## src/include/oss_pkg.sv

```systemverilog
// Package of constants and types for the output status selector.
package oss_pkg;

    // Frequencies are unsigned counts of 0.1 Hz.
    localparam int unsigned FREQ_W = 13;
    typedef logic [FREQ_W-1:0] oss_freq_t;
    typedef logic [4:0]        oss_sel_t;
    typedef logic [2:0]        oss_mask_t;

    // Setting limits and reset values, in units of 0.1 Hz.
    localparam oss_freq_t FREQ_SPAN_MAX     = 13'h0fa0;
    localparam oss_freq_t LEVEL_RST         = 13'h012c;
    localparam oss_freq_t BANDWIDTH_RST     = 13'h0064;
    localparam oss_freq_t MAX_FREQ_RST      = 13'h0fa0;

    // Selection codes.
    localparam oss_sel_t SEL_FREQ_MATCH     = 5'h00;
    localparam oss_sel_t SEL_LEVEL_MATCH    = 5'h01;
    localparam oss_sel_t SEL_LEVEL_WINDOW   = 5'h02;
    localparam oss_sel_t SEL_ABOVE_LEVEL    = 5'h03;
    localparam oss_sel_t SEL_ABOVE_INV      = 5'h04;
    localparam oss_sel_t SEL_MOTOR_OL       = 5'h05;
    localparam oss_sel_t SEL_DRIVE_OL       = 5'h06;
    localparam oss_sel_t SEL_STALL          = 5'h07;
    localparam oss_sel_t SEL_OVERVOLT       = 5'h08;
    localparam oss_sel_t SEL_UNDERVOLT      = 5'h09;
    localparam oss_sel_t SEL_OVERHEAT       = 5'h0a;
    localparam oss_sel_t SEL_CMD_LOSS       = 5'h0b;
    localparam oss_sel_t SEL_RUNNING        = 5'h0c;
    localparam oss_sel_t SEL_STOPPED        = 5'h0d;
    localparam oss_sel_t SEL_CONST_RUN      = 5'h0e;
    localparam oss_sel_t SEL_SPEED_SEARCH   = 5'h0f;
    localparam oss_sel_t SEL_WAIT_RUN       = 5'h10;
    localparam oss_sel_t SEL_FAULT          = 5'h11;
    localparam oss_sel_t TRANSISTOR_SEL_RST = 5'h0c;
    localparam oss_sel_t RELAY_SEL_RST      = 5'h11;

    // Fault mask fields and reset value.
    localparam int unsigned MASK_UV_BIT      = 0;
    localparam int unsigned MASK_TRIP_BIT    = 1;
    localparam int unsigned MASK_RESTART_BIT = 2;
    localparam oss_mask_t   FAULT_MASK_RST   = 3'h2;

    // Register byte addresses.
    localparam logic [11:0] ADDR_TRANSISTOR_SEL = 12'h000;
    localparam logic [11:0] ADDR_RELAY_SEL      = 12'h004;
    localparam logic [11:0] ADDR_FAULT_MASK     = 12'h008;
    localparam logic [11:0] ADDR_DETECT_LEVEL   = 12'h00c;
    localparam logic [11:0] ADDR_DETECT_BW      = 12'h010;
    localparam logic [11:0] ADDR_MAX_FREQ       = 12'h014;
    localparam logic [11:0] ADDR_STATUS         = 12'h018;
    localparam logic [11:0] ADDR_REFUSED        = 12'h01c;

endpackage

```

## src/include/oss_flags_if.sv

```systemverilog
// Interface carrying frequency-detection results between modules.
`timescale 1ns/1ps
interface oss_flags_if;
    logic freq_match_window;
    logic freq_level_match;
    logic level_window;
    logic freq_above_level;
    logic freq_above_level_inv;

    modport producer (output freq_match_window, output freq_level_match, output level_window,
                      output freq_above_level, output freq_above_level_inv);
    modport consumer (input freq_match_window, input freq_level_match, input level_window,
                      input freq_above_level, input freq_above_level_inv);
endinterface

```

## src/hw/oss_freq_detect.sv

```systemverilog
// Frequency detection comparators for the output status selector.
`timescale 1ns/1ps
module oss_freq_detect
    import oss_pkg::*;
(
    input  wire logic      pclk,
    input  wire logic      presetn,
    input  wire oss_freq_t preset_freq,
    input  wire oss_freq_t output_freq,
    input  wire oss_freq_t run_freq,
    input  wire logic      accelerating,
    input  wire logic      decelerating,
    input  wire oss_freq_t level,
    input  wire oss_freq_t bandwidth,
    oss_flags_if.producer  flags
);

    // Compare 2*|a-b| against bandwidth so odd bandwidths lose no half step.
    function automatic logic within_half(input oss_freq_t a, input oss_freq_t b, input oss_freq_t bw);
        logic [FREQ_W:0] diff;
        diff = (a >= b) ? {1'b0, a - b} : {1'b0, b - a};
        return ({diff, 1'b0} <= {2'b00, bw});
    endfunction

    logic            match_nxt;
    logic            level_nxt;
    logic            window_nxt;
    logic            above_nxt;
    logic            above_r;
    logic [FREQ_W:0] run2;
    logic [FREQ_W:0] lvl2_minus;

    always_comb
    begin
        match_nxt  = within_half(preset_freq, output_freq, bandwidth);
        level_nxt  = (preset_freq == level) && match_nxt;
        window_nxt = within_half(level, run_freq, bandwidth);
        run2       = {run_freq, 1'b0};
        lvl2_minus = {level, 1'b0} - {1'b0, bandwidth};
        above_nxt  = above_r;
        if (accelerating)
            above_nxt = (run_freq >= level);
        else if (decelerating)
            above_nxt = ({level, 1'b0} < {1'b0, bandwidth}) || (run2 > lvl2_minus);
    end

    always_ff @(posedge pclk or negedge presetn)
    begin
        if (!presetn)
            above_r <= 1'b0;
        else
            above_r <= above_nxt;
    end

    assign flags.freq_match_window    = match_nxt;
    assign flags.freq_level_match     = level_nxt;
    assign flags.level_window         = window_nxt;
    assign flags.freq_above_level     = above_nxt;
    assign flags.freq_above_level_inv = ~above_nxt;

endmodule

```

## src/hw/oss_top.sv

```systemverilog
// Output status selector: drives the transistor output pin and the status relay.
//
// Operation
// - Code 0: |preset-output| <= bandwidth/2.
// - Bandwidth 0..400 Hz, default 10, larger writes refused.
// - Code 1: preset equals level and code 0.
// - Level 0..400 Hz, default 30, larger writes refused.
// - Code 2: |level-run| <= bandwidth/2.
// - Code 3: accel/decel level thresholds.
// - Code 4: inverse of code 3.
// - Codes 5-7: overload, drive overload, stall.
// - Code 8: overvoltage trip.
// - Code 9: undervoltage trip.
// - Code 10: heatsink overheat.
// - Code 11: frequency command lost.
// - Code 12: run command and output voltage.
// - Codes 13, 14: stopped, constant speed.
// - Code 15: speed search active.
// - Code 16: waiting for run command.
// - Code 17: output follows fault mask.
// - Mask 2: any trip except undervoltage.
// - Mask bits: undervoltage, other trips, restart.
`timescale 1ns/1ps
module oss_top
    import oss_pkg::*;
(
    input  wire logic        pclk,
    input  wire logic        presetn,
    input  wire logic        psel,
    input  wire logic        penable,
    input  wire logic        pwrite,
    input  wire logic [11:0] paddr,
    input  wire logic [31:0] pwdata,
    output logic      [31:0] prdata,
    output logic             pready,
    output logic             pslverr,
    input  wire oss_freq_t   preset_freq,
    input  wire oss_freq_t   output_freq,
    input  wire oss_freq_t   run_freq,
    input  wire logic        accelerating,
    input  wire logic        decelerating,
    input  wire logic        motor_overload_warn,
    input  wire logic        drive_overload_flag,
    input  wire logic        stall_active,
    input  wire logic        overvoltage_trip,
    input  wire logic        undervoltage_trip,
    input  wire logic        heatsink_overheat_flag,
    input  wire logic        other_trip,
    input  wire logic        freq_cmd_lost,
    input  wire logic        run_command,
    input  wire logic        output_voltage_on,
    input  wire logic        drive_stopped,
    input  wire logic        constant_speed,
    input  wire logic        speed_search_active,
    input  wire logic        waiting_run_cmd,
    input  wire logic        auto_restart_enabled,
    output logic             transistor_output_pin,
    output logic             status_relay
);

    oss_sel_t  transistor_output_select_r;
    oss_sel_t  relay_output_select_r;
    oss_mask_t fault_output_mask_r;
    oss_freq_t freq_detect_level_r;
    oss_freq_t freq_detect_bandwidth_r;
    oss_freq_t max_frequency_limit_r;
    logic      refused_r;
    logic      fault_nxt;
    logic      any_trip;
    logic      wr_en;
    logic      rd_en;
    logic      addr_ok;
    oss_freq_t wfreq;

    oss_flags_if flags_if ();

    oss_freq_detect u_detect (
        .pclk         (pclk),
        .presetn      (presetn),
        .preset_freq  (preset_freq),
        .output_freq  (output_freq),
        .run_freq     (run_freq),
        .accelerating (accelerating),
        .decelerating (decelerating),
        .level        (freq_detect_level_r),
        .bandwidth    (freq_detect_bandwidth_r),
        .flags        (flags_if.producer)
    );

    // Level and bandwidth settings accept a value only up to both limits.
    function automatic logic freq_ok(input oss_freq_t v, input oss_freq_t maxf);
        return (v <= FREQ_SPAN_MAX) && (v <= maxf);
    endfunction

    // Status of one output for a selection code; unused codes read as inactive.
    function automatic logic select_status(input oss_sel_t sel, input logic [17:0] src);
        return (sel <= SEL_FAULT) ? src[sel] : 1'b0;
    endfunction

    // Zero wait state slave: every access completes in its first access cycle.
    assign pready = 1'b1;
    // Writes to unmapped offsets are dropped here rather than answered with an error.
    assign wr_en  = psel && penable && pwrite && addr_ok;
    // Read data is loaded in the setup cycle so that it stands for the whole access phase.
    assign rd_en  = psel && !penable && !pwrite;
    assign wfreq  = pwdata[FREQ_W-1:0];
    assign pslverr = 1'b0;

    always_comb
    begin
        unique case (paddr)
            ADDR_TRANSISTOR_SEL, ADDR_RELAY_SEL, ADDR_FAULT_MASK, ADDR_DETECT_LEVEL,
            ADDR_DETECT_BW, ADDR_MAX_FREQ, ADDR_STATUS, ADDR_REFUSED: addr_ok = 1'b1;
            default: addr_ok = 1'b0;
        endcase
    end

    always_ff @(posedge pclk or negedge presetn)
    begin
        if (!presetn)
        begin
            transistor_output_select_r <= TRANSISTOR_SEL_RST;
            relay_output_select_r      <= RELAY_SEL_RST;
            fault_output_mask_r        <= FAULT_MASK_RST;
            max_frequency_limit_r      <= MAX_FREQ_RST;
        end
        else if (wr_en)
        begin
            if (paddr == ADDR_TRANSISTOR_SEL)
                transistor_output_select_r <= pwdata[4:0];
            if (paddr == ADDR_RELAY_SEL)
                relay_output_select_r <= pwdata[4:0];
            if (paddr == ADDR_FAULT_MASK)
                fault_output_mask_r <= pwdata[2:0];
            if (paddr == ADDR_MAX_FREQ && wfreq <= FREQ_SPAN_MAX)
                max_frequency_limit_r <= wfreq;
        end
    end

    // Refused level and bandwidth writes leave the old setting and raise a sticky flag.
    always_ff @(posedge pclk or negedge presetn)
    begin
        if (!presetn)
        begin
            freq_detect_level_r     <= LEVEL_RST;
            freq_detect_bandwidth_r <= BANDWIDTH_RST;
            refused_r               <= 1'b0;
        end
        else if (wr_en)
        begin
            if (paddr == ADDR_DETECT_LEVEL)
            begin
                if (freq_ok(wfreq, max_frequency_limit_r))
                    freq_detect_level_r <= wfreq;
                else
                    refused_r <= 1'b1;
            end
            if (paddr == ADDR_DETECT_BW)
            begin
                if (freq_ok(wfreq, max_frequency_limit_r))
                    freq_detect_bandwidth_r <= wfreq;
                else
                    refused_r <= 1'b1;
            end
            if (paddr == ADDR_REFUSED && pwdata[0])
                refused_r <= 1'b0;
        end
    end

    always_ff @(posedge pclk or negedge presetn)
    begin
        if (!presetn)
            prdata <= 32'h0000_0000;
        else if (rd_en)
        begin
            unique case (paddr)
                ADDR_TRANSISTOR_SEL: prdata <= {27'h0, transistor_output_select_r};
                ADDR_RELAY_SEL:      prdata <= {27'h0, relay_output_select_r};
                ADDR_FAULT_MASK:     prdata <= {29'h0, fault_output_mask_r};
                ADDR_DETECT_LEVEL:   prdata <= {19'h0, freq_detect_level_r};
                ADDR_DETECT_BW:      prdata <= {19'h0, freq_detect_bandwidth_r};
                ADDR_MAX_FREQ:       prdata <= {19'h0, max_frequency_limit_r};
                ADDR_STATUS:         prdata <= {30'h0, status_relay, transistor_output_pin};
                ADDR_REFUSED:        prdata <= {31'h0, refused_r};
                default:             prdata <= 32'h0000_0000;
            endcase
        end
    end

    always_comb
    begin
        // Undervoltage is left out, so bit 1 still fires when both kinds of trip coincide.
        any_trip = overvoltage_trip || heatsink_overheat_flag || other_trip || drive_overload_flag;
        fault_nxt = 1'b0;
        // Undervoltage trips gated by bit 0 only.
        if (fault_output_mask_r[MASK_UV_BIT] && undervoltage_trip)
            fault_nxt = 1'b1;
        if (fault_output_mask_r[MASK_TRIP_BIT] && any_trip)
            fault_nxt = 1'b1;
        if (fault_output_mask_r[MASK_RESTART_BIT] && auto_restart_enabled)
            fault_nxt = 1'b1;
    end

    logic [17:0] src;

    always_comb
    begin
        src[SEL_FREQ_MATCH]   = flags_if.freq_match_window;
        src[SEL_LEVEL_MATCH]  = flags_if.freq_level_match;
        src[SEL_LEVEL_WINDOW] = flags_if.level_window;
        src[SEL_ABOVE_LEVEL]  = flags_if.freq_above_level;
        src[SEL_ABOVE_INV]    = flags_if.freq_above_level_inv;
        src[SEL_MOTOR_OL]     = motor_overload_warn;
        src[SEL_DRIVE_OL]     = drive_overload_flag;
        src[SEL_STALL]        = stall_active;
        src[SEL_OVERVOLT]     = overvoltage_trip;
        src[SEL_UNDERVOLT]    = undervoltage_trip;
        src[SEL_OVERHEAT]     = heatsink_overheat_flag;
        src[SEL_CMD_LOSS]     = freq_cmd_lost;
        src[SEL_RUNNING]      = run_command && output_voltage_on;
        src[SEL_STOPPED]      = drive_stopped;
        src[SEL_CONST_RUN]    = constant_speed;
        src[SEL_SPEED_SEARCH] = speed_search_active;
        src[SEL_WAIT_RUN]     = waiting_run_cmd;
        src[SEL_FAULT]        = fault_nxt;
    end

    always_ff @(posedge pclk or negedge presetn)
    begin
        if (!presetn)
        begin
            transistor_output_pin <= 1'b0;
            status_relay          <= 1'b0;
        end
        else
        begin
            transistor_output_pin <= select_status(transistor_output_select_r, src);
            status_relay          <= select_status(relay_output_select_r, src);
        end
    end

endmodule

```

## config.mk

```make
export PLATFORM = sky130hd
export DESIGN_NAME = oss_top
export DESIGN_NICKNAME = d
export VERILOG_FILES = /design/src/include/oss_pkg.sv /design/src/include/oss_flags_if.sv /design/src/hw/oss_freq_detect.sv /design/src/hw/oss_top.sv
export SDC_FILE = /design/constraint.sdc
export NUM_CORES = 1
export LEC_CHECK = 0
export BUFFER_PORTS_ARGS = -buffer_cell sky130_fd_sc_hd__buf_2
export CAP_MARGIN = 10
export CORE_MARGIN = 3
export CORE_UTILIZATION = 60
export DETAILED_ROUTE_END_ITERATION = 10
export PLACE_DENSITY = 0.84
export SLEW_MARGIN = 5
export SYNTH_ARGS = -nofsm -noshare
export SYNTH_HDL_FRONTEND = slang
export SYNTH_SLANG_ARGS = --single-unit
```

## constraint.sdc

```tcl
create_clock -name pclk -period 11.2 [get_ports pclk]
set_input_delay 0.56 -clock pclk [delete_from_list [all_inputs] [get_ports pclk]]
set_output_delay 0.56 -clock pclk [all_outputs]
set_load 0.01 [all_outputs]
```

Word-level counts from Yosys, hierarchy flattened
Memories as Yosys holds them, arrays and structs flattened.
Index checks and enable logic that the tools add are counted.
{"block": "totals", "memories": 1, "mem_bits_ro": 32, "regBits": 88, "inputBits": 105, "word_cells": 86, "output_inout_bits": 36}
{"block": "classes", "eq_ne": 8, "add_sub_neg": 5, "n_reduce_logical": 27, "n_mux": 20, "n_lt_le_gt_ge": 13, "bitwise_logic": 1}
{"memory": "(name not given)", "words": 32, "width": 1, "read_ports": 1, "rd_clocked_by_memory_dff": 0, "wr": 0, "line": "oss_top.sv:111", "rtl": "unique case (paddr)"}
{"operator": "$pmux W13 S8", "n": 1}
{"operator": "$sub A13 B13 Y13", "n": 4}
{"operator": "$eq A12 B5 Y1 const B", "n": 4}
{"operator": "$ge A13 B13 Y1", "n": 3}
{"operator": "$le A15 B13 Y1", "n": 2}
{"operator": "$mux W13", "n": 2}
{"operator": "$eq A12 B4 Y1 const B", "n": 2}
{"operator": "$mux W1", "n": 15}
{"operator": "$gt A14 B14 Y1", "n": 1}
{"operator": "$lt A14 B13 Y1", "n": 1}
{"operator": "$sub A14 B13 Y14", "n": 1}
{"operator": "$eq A13 B13 Y1", "n": 1}
{"operator": "$le A13 B12 Y1 const B", "n": 1}
{"operator": "$le A13 B13 Y1", "n": 1}
{"operator": "$logic_and A1 B1 Y1", "n": 13}
{"operator": "$eq A12 B3 Y1 const B", "n": 1}
{"operator": "$logic_not A12 Y1", "n": 1}
{"operator": "$lt A5 B6 Y1 const B", "n": 2}
{"operator": "$bmux W1 S5", "n": 2}
{"operator": "$le A5 B5 Y1 const B", "n": 2}
{"operator": "$reduce_and A2 Y1", "n": 4}
{"operator": "$logic_not A7 Y1", "n": 1}
{"operator": "$reduce_and A3 Y1", "n": 2}
{"operator": "$logic_or A1 B1 Y1", "n": 4}
{"operator": "other kinds (2)", "n": 3}

Depth between registers and ports, before layout
{"block": "logic_depth", "word_depth": 9, "ltp_mapped": 23, "depth_no_buf": 21}

Hierarchy
A second synthesis with hierarchy kept.
{"block": "hier_totals", "cells_unflattened": 874, "area_unflattened_um2": 7897.6}
{"mod": "oss_freq_detect", "area_each_um2": 4066.4, "seq_area_each_um2": 25.0, "instances": 1, "cells_per_inst": 556}
{"mod": "oss_top", "area_each_um2": 3831.2, "seq_area_each_um2": 1724.2, "instances": 1, "cells_per_inst": 318}

Worst setup path after synthesis
Ideal clock, no wire load.
{"block": "synth_path", "kind": "register to register", "start": "reg freq_detect_bandwidth_r[1]", "end": "reg status_relay", "arrival_time_ns": 4.080, "path_buffers": 0, "period_less_slack_ns": 4.168, "required_time_ns": 11.112, "slack_ns": 7.032, "stages_incl_launch_ff": 22, "setup_time_ns": 0.088, "cell_sequence": "dfrtp_1 > inv_1 > ha_1 > nor2b_1 > o21ai_0 > a21oi_1 > o21ai_0 > a211oi_1 > o31ai_1 > o21bai_1 > a21oi_1 > xnor2_1 > ha_1 > and4_1 > a21oi_1 > o211ai_1 > a21oi_1 > a31oi_1 > a211o_1 > o311a_2 > or4b_1 > a41oi_1"}
{"block": "synth_via", "elab_chain_cells": 9, "word_cells_on_any_way": 13, "classes_between": "add/sub: 1; order compare: 4; mux: 5; bitwise: 1; reduce/logical: 2"}
{"item": "start, declared", "line": "oss_top.sv:65", "rtl": "oss_freq_t freq_detect_bandwidth_r;"}
{"item": "start signal, assigned", "line": "oss_top.sv:161", "rtl": "freq_detect_bandwidth_r <= wfreq;"}
{"item": "$sub A14 B13 Y14", "line": "oss_freq_detect.sv:39", "rtl": "lvl2_minus = {level, 1'b0} - {1'b0, bandwidth};"}
{"item": "$gt A14 B14 Y1", "line": "oss_freq_detect.sv:44", "rtl": "above_nxt = ({level, 1'b0} < {1'b0, bandwidth}) || (run2 > lvl2_minus);"}
{"item": "$logic_or A1 B1 Y1 *", "line": "oss_freq_detect.sv:44"}
{"item": "$mux W1 *", "line": "oss_freq_detect.sv:43", "rtl": "else if (decelerating)"}
{"item": "$mux W1 *", "line": "oss_freq_detect.sv:41", "rtl": "if (accelerating)"}
{"item": "named net flags_if.freq_above_level", "line": "oss_flags_if.sv:7", "rtl": "logic freq_above_level;"}
{"item": "$not A1 Y1", "line": "oss_freq_detect.sv:59", "rtl": "assign flags.freq_above_level_inv = ~above_nxt;"}
{"item": "$bmux W1 S5 *", "line": "oss_top.sv:97", "rtl": "return (sel <= SEL_FAULT) ? src[sel] : 1'b0;"}
{"item": "$mux W1 (implied by the code) *", "line": "oss_top.sv:97"}
{"item": "$mux W1 *", "line": "oss_top.sv:97"}
{"item": "end signal, assigned", "line": "oss_top.sv:238", "rtl": "status_relay <= select_status(relay_output_select_r, src);"}
{"item": "end, declared", "line": "oss_top.sv:58", "rtl": "output logic status_relay"}
Mark *: on every way through the listed nets, which the timed path passes. The rest lies on a longest branch. The select of a mux whose other input is x is not followed.
A chain may end at the register's enable or synchronous reset.

Final worst setup path
{"block": "layout_path", "start": "reg freq_detect_level_r[7]", "end": "reg transistor_output_pin"}
{"block": "layout_via", "elab_chain_cells": 9, "word_cells_on_any_way": 18, "classes_between": "add/sub: 3; order compare: 5; eq/ne: 1; mux: 6; bitwise: 1; reduce/logical: 2"}
{"item": "start, declared", "line": "oss_top.sv:64", "rtl": "oss_freq_t freq_detect_level_r;"}
{"item": "start signal, assigned", "line": "oss_top.sv:154", "rtl": "freq_detect_level_r <= wfreq;"}
{"item": "$sub A14 B13 Y14", "line": "oss_freq_detect.sv:39"}
{"item": "$gt A14 B14 Y1", "line": "oss_freq_detect.sv:44"}
{"item": "$logic_or A1 B1 Y1", "line": "oss_freq_detect.sv:44"}
{"item": "$mux W1", "line": "oss_freq_detect.sv:43"}
{"item": "$mux W1", "line": "oss_freq_detect.sv:41"}
{"item": "$not A1 Y1", "line": "oss_freq_detect.sv:59"}
{"item": "$bmux W1 S5 *", "line": "oss_top.sv:97"}
{"item": "$mux W1 (implied by the code) *", "line": "oss_top.sv:97"}
{"item": "$mux W1 *", "line": "oss_top.sv:97"}
{"item": "end signal, assigned", "line": "oss_top.sv:237", "rtl": "transistor_output_pin <= select_status(transistor_output_select_r, src);"}
{"item": "end, declared", "line": "oss_top.sv:57", "rtl": "output logic transistor_output_pin,"}
Every way passes the cells marked *; elsewhere a longest branch is shown, timed or not. The select of a mux whose other input is x is not followed.

==> flow_summary.json <==
{
  "post_cts_buffers": 0,
  "grt_start_max_net_pins": 70,
  "critical_path_required_ps": 11440,
  "die_h_um": 121,
  "cp-start-kind": "flop",
  "yosys_warnings": 0,
  "slew-limit-headroom": 0.226,
  "viasPerCell": 6.26,
  "cts.repair.resized": 0,
  "seq_area_frac_synth": 0.219,
  "critPathKind": "flop to flop",
  "io_pins": 141,
  "syn_inst": 904,
  "async_flop_share": 1.00,
  "die_area_um2": 14700,
  "p_total_w": 0.000802,
  "cts_buffers": 9,
  "power.switching_w": 0.000255,
  "switching_share": 0.318,
  "cts_tree": "built",
  "setup_viol": 0,
  "ir_worst_vdd_mv": 0.109,
  "drive_above_1_share": 0.220,
  "io_buffers": 100,
  "fp.coreArea_um2": 12800,
  "fin_area_um2": 8780,
  "tightest_slew_ps": 1150,
  "syn_avg_cell_area_um2": 8.82,
  "tns_ps": 0,
  "period_minus_slack_ps": 5240,
  "synth_edf_count": 0,
  "fin_crit_sh": 0.468,
  "post-place-ws_ps": 5890,
  "internal_power_w": 0.000547,
  "status": "complete, no violations",
  "die_x_um": 121,
  "hpwl_mm": 16.7,
  "clk_path_buf_depth": 2,
  "area_growth_pct": 10.2,
  "drt_iter0_drc": 758,
  "post-route-drc-count": 0,
  "synth_top_area_cell": "ha_1",
  "antenna_found_initial": 1,
  "clkTransAtPathRegs_ps": 60,
  "post_drt_wl_per_cell_um": 18.6,
  "totalWireLength_mm": 21.6,
  "grt_pass1_wl_mm": 34.3,
  "cts.sinks": 69,
  "power_leakage_nw": 4.34,
  "gp_congestion": 0.998,
  "p_per_area_nw_per_um2": 91.3,
  "synth_area_leaders": "ha_1 (18%), dfrtp_1 (16%), mux2_2 (6.6%)",
  "rsz0062_at_grt": "false",
  "skew_ps": 4.95,
  "finalHoldViolCount": 0,
  "drv_slew": 0,
  "dpl-instance-area_um2": 8470,
  "cts_root_buffer": "clkbuf_16",
  "first_global_vias": 6866,
  "worst_hold_slack_ps": 412,
  "syn-cell-area_um2": 7970,
  "insertion_delay_ps": 330,
  "min_path_type": "primary input to async pin",
  "htreeDepth": 3,
  "antenna_left": 0,
  "dr.pass1.iters": 7,
  "num-nets-final": 1205,
  "critPathMaxFanout": 16,
  "cap_violations": 0,
  "gr-usage-all-layers": 0.293,
  "ys_ff_latch": 69,
  "fmax_mhz": 191,
  "worst_slack_ps": 5960,
  "postCtsHoldBufs": 0,
  "rows": 41,
  "synth_top_flop_cell": "dfrtp_1",
  "overflow": 0,
  "pwr-share-clk": 0.364,
  "worstPathArrival_ps": 5480,
  "crit_path_end_kind": "flop",
  "num_vias": 7266,
  "yosysUniqueCellTypes": 81,
  "p_seq_frac": 0.333,
  "power_frac_comb": 0.302,
  "synth_top_area_share": 0.176,
  "start_util": 0.621
}
## Yosys cell counts, drive strengths merged, types with 17 or more instances
| master | count |
|---|---|
| dfstp | 18 |
| mux2 | 48 |
| a21oi | 64 |
| xnor2 | 25 |
| nor2 | 55 |
| a21o | 32 |
| inv | 101 |
| buf | 33 |
| dfrtp | 51 |
| clkbuf | 23 |
| o21ai | 41 |
| ha | 112 |
| nand3 | 17 |
| nand2 | 47 |
| mux2i | 24 |
## path summary, 6_finish.rpt
path                                         from                           to  slack, ps  depth (start not counted)
hold / removal                            presetn                    prdata[2]        410                          2
setup reg to reg           freq_detect_level_r[7]        transistor_output_pin       5960                         19
setup / recovery           freq_detect_level_r[7]        transistor_output_pin       5960                         19
min in group pclk                       pwdata[9]     max_frequency_limit_r[9]        500                          3
hold reg to reg                         prdata[2]                    prdata[2]        510                          1
max in group asynchronous                 presetn  freq_detect_bandwidth_r[10]      10250                          2
## registers in the layout, indices dropped and copies added, names as in the netlist
name                        flops
fault_output_mask_r             3
freq_detect_bandwidth_r        13
freq_detect_level_r            13
max_frequency_limit_r          13
prdata                         13
refused_r                       1
relay_output_select_r           5
status_relay                    1
transistor_output_pin           1
transistor_output_select_r      5
u_detect.above_r                1
## cell usage in the layout, fill, tap and decap left out, types with 7 or more instances in the layout
cell | Yosys | final
a211oi_1 | 11 | 11
a21o_1 | 32 | 32
a21oi_1 | 61 | 61
a222oi_1 | 9 | 9
a31oi_1 | 11 | 11
and3_1 | 7 | 7
buf_2 | 5 | 100
clkbuf_16 | 0 | 9
conb_1 | 2 | 21
dfrtp_1 | 51 | 51
dfstp_2 | 18 | 18
ha_1 | 112 | 112
inv_1 | 101 | 101
mux2_2 | 47 | 47
mux2i_1 | 24 | 24
mux4_2 | 9 | 9
nand2_1 | 47 | 47
nand2b_1 | 7 | 7
nand3_1 | 17 | 17
nand4_1 | 14 | 14
nor2_1 | 55 | 55
nor2b_1 | 12 | 12
nor3_1 | 13 | 13
nor4_1 | 7 | 7
o21ai_0 | 38 | 38
xnor2_1 | 25 | 25
xor2_1 | 16 | 16
## final cells by class
| type | instances | area [um2] |
|---|---|---|
| Sequential cell | 69 | 1750 |
| Inverter | 101 | 379 |
| Tap cell | 172 | 215 |
| Antenna cell | 1 | 2.50 |
| Timing Repair Buffer | 105 | 538 |
| Clock inverter | 5 | 58.8 |
| Clock buffer | 11 | 253 |
| Multi-Input combinational cell | 697 | 5580 |
| Fill cell | 1045 | 4050 |
## kinds of logic after synthesis
kind of cell / Yosys count / synth area share
AOI/OAI and AO/OA: 228 / 0.197
muxes: 81 / 0.124
xor gates and xnor gates: 41 / 0.0451
adders and majority gates: 117 / 0.188
buffers and inverters: 157 / 0.0895
other: 2 / 0.000942
and+or+nand+nor: 209 / 0.136
DFF: 69 / 0.219
## power by group through the flow
stage / registers (W) / logic, W / clock network (W)
2_1_floorplan: 0.000275 / 0.000158 / 0
4_1_cts: 0.000267 / 0.000239 / 0.000293
3_5_place_dp: 0.000271 / 0.000234 / 0
5_1_grt: 0.000268 / 0.000268 / 0.000302
6_report: 0.000267 / 0.000242 / 0.000292
3_3_place_gp: 0.000271 / 0.000229 / 0
## stage by stage
step / utilization / instances
2_1_floorplan: - / 923
3_3_place_gp: 0.660 / 1144
3_5_place_dp: 0.660 / 1144
4_1_cts: 0.684 / 1160
5_1_grt: 0.685 / 1161
6_report: 0.685 / 1161
## worst max-delay path, stage by stage, from the launching register on
cell	delay, ps
dfrtp_1	500
ha_1	550
nand3_1	220
nor3_1	300
nor2_1	100
o21ai_2	250
or2_1	650
mux2i_1	390
nor2b_1	220
a31oi_1	140
xnor2_1	220
ha_1	270
nor2b_1	130
o21ai_0	140
nand2b_1	80
a211oi_1	260
a21oi_1	180
nor3b_1	220
mux2i_1	100
a41oi_1	240
## metal layers
metal / GRT usage / share of wire / vias up
li1: - / - / 3391
met1: 0.400 / 0.41 / 3459
met2: 0.485 / 0.48 / 367
met3: 0.0485 / 0.089 / 49
met4: 0.0805 / 0.025 / 0
met5: 0 / 0 / -
(Power assumes the default switching activity.)
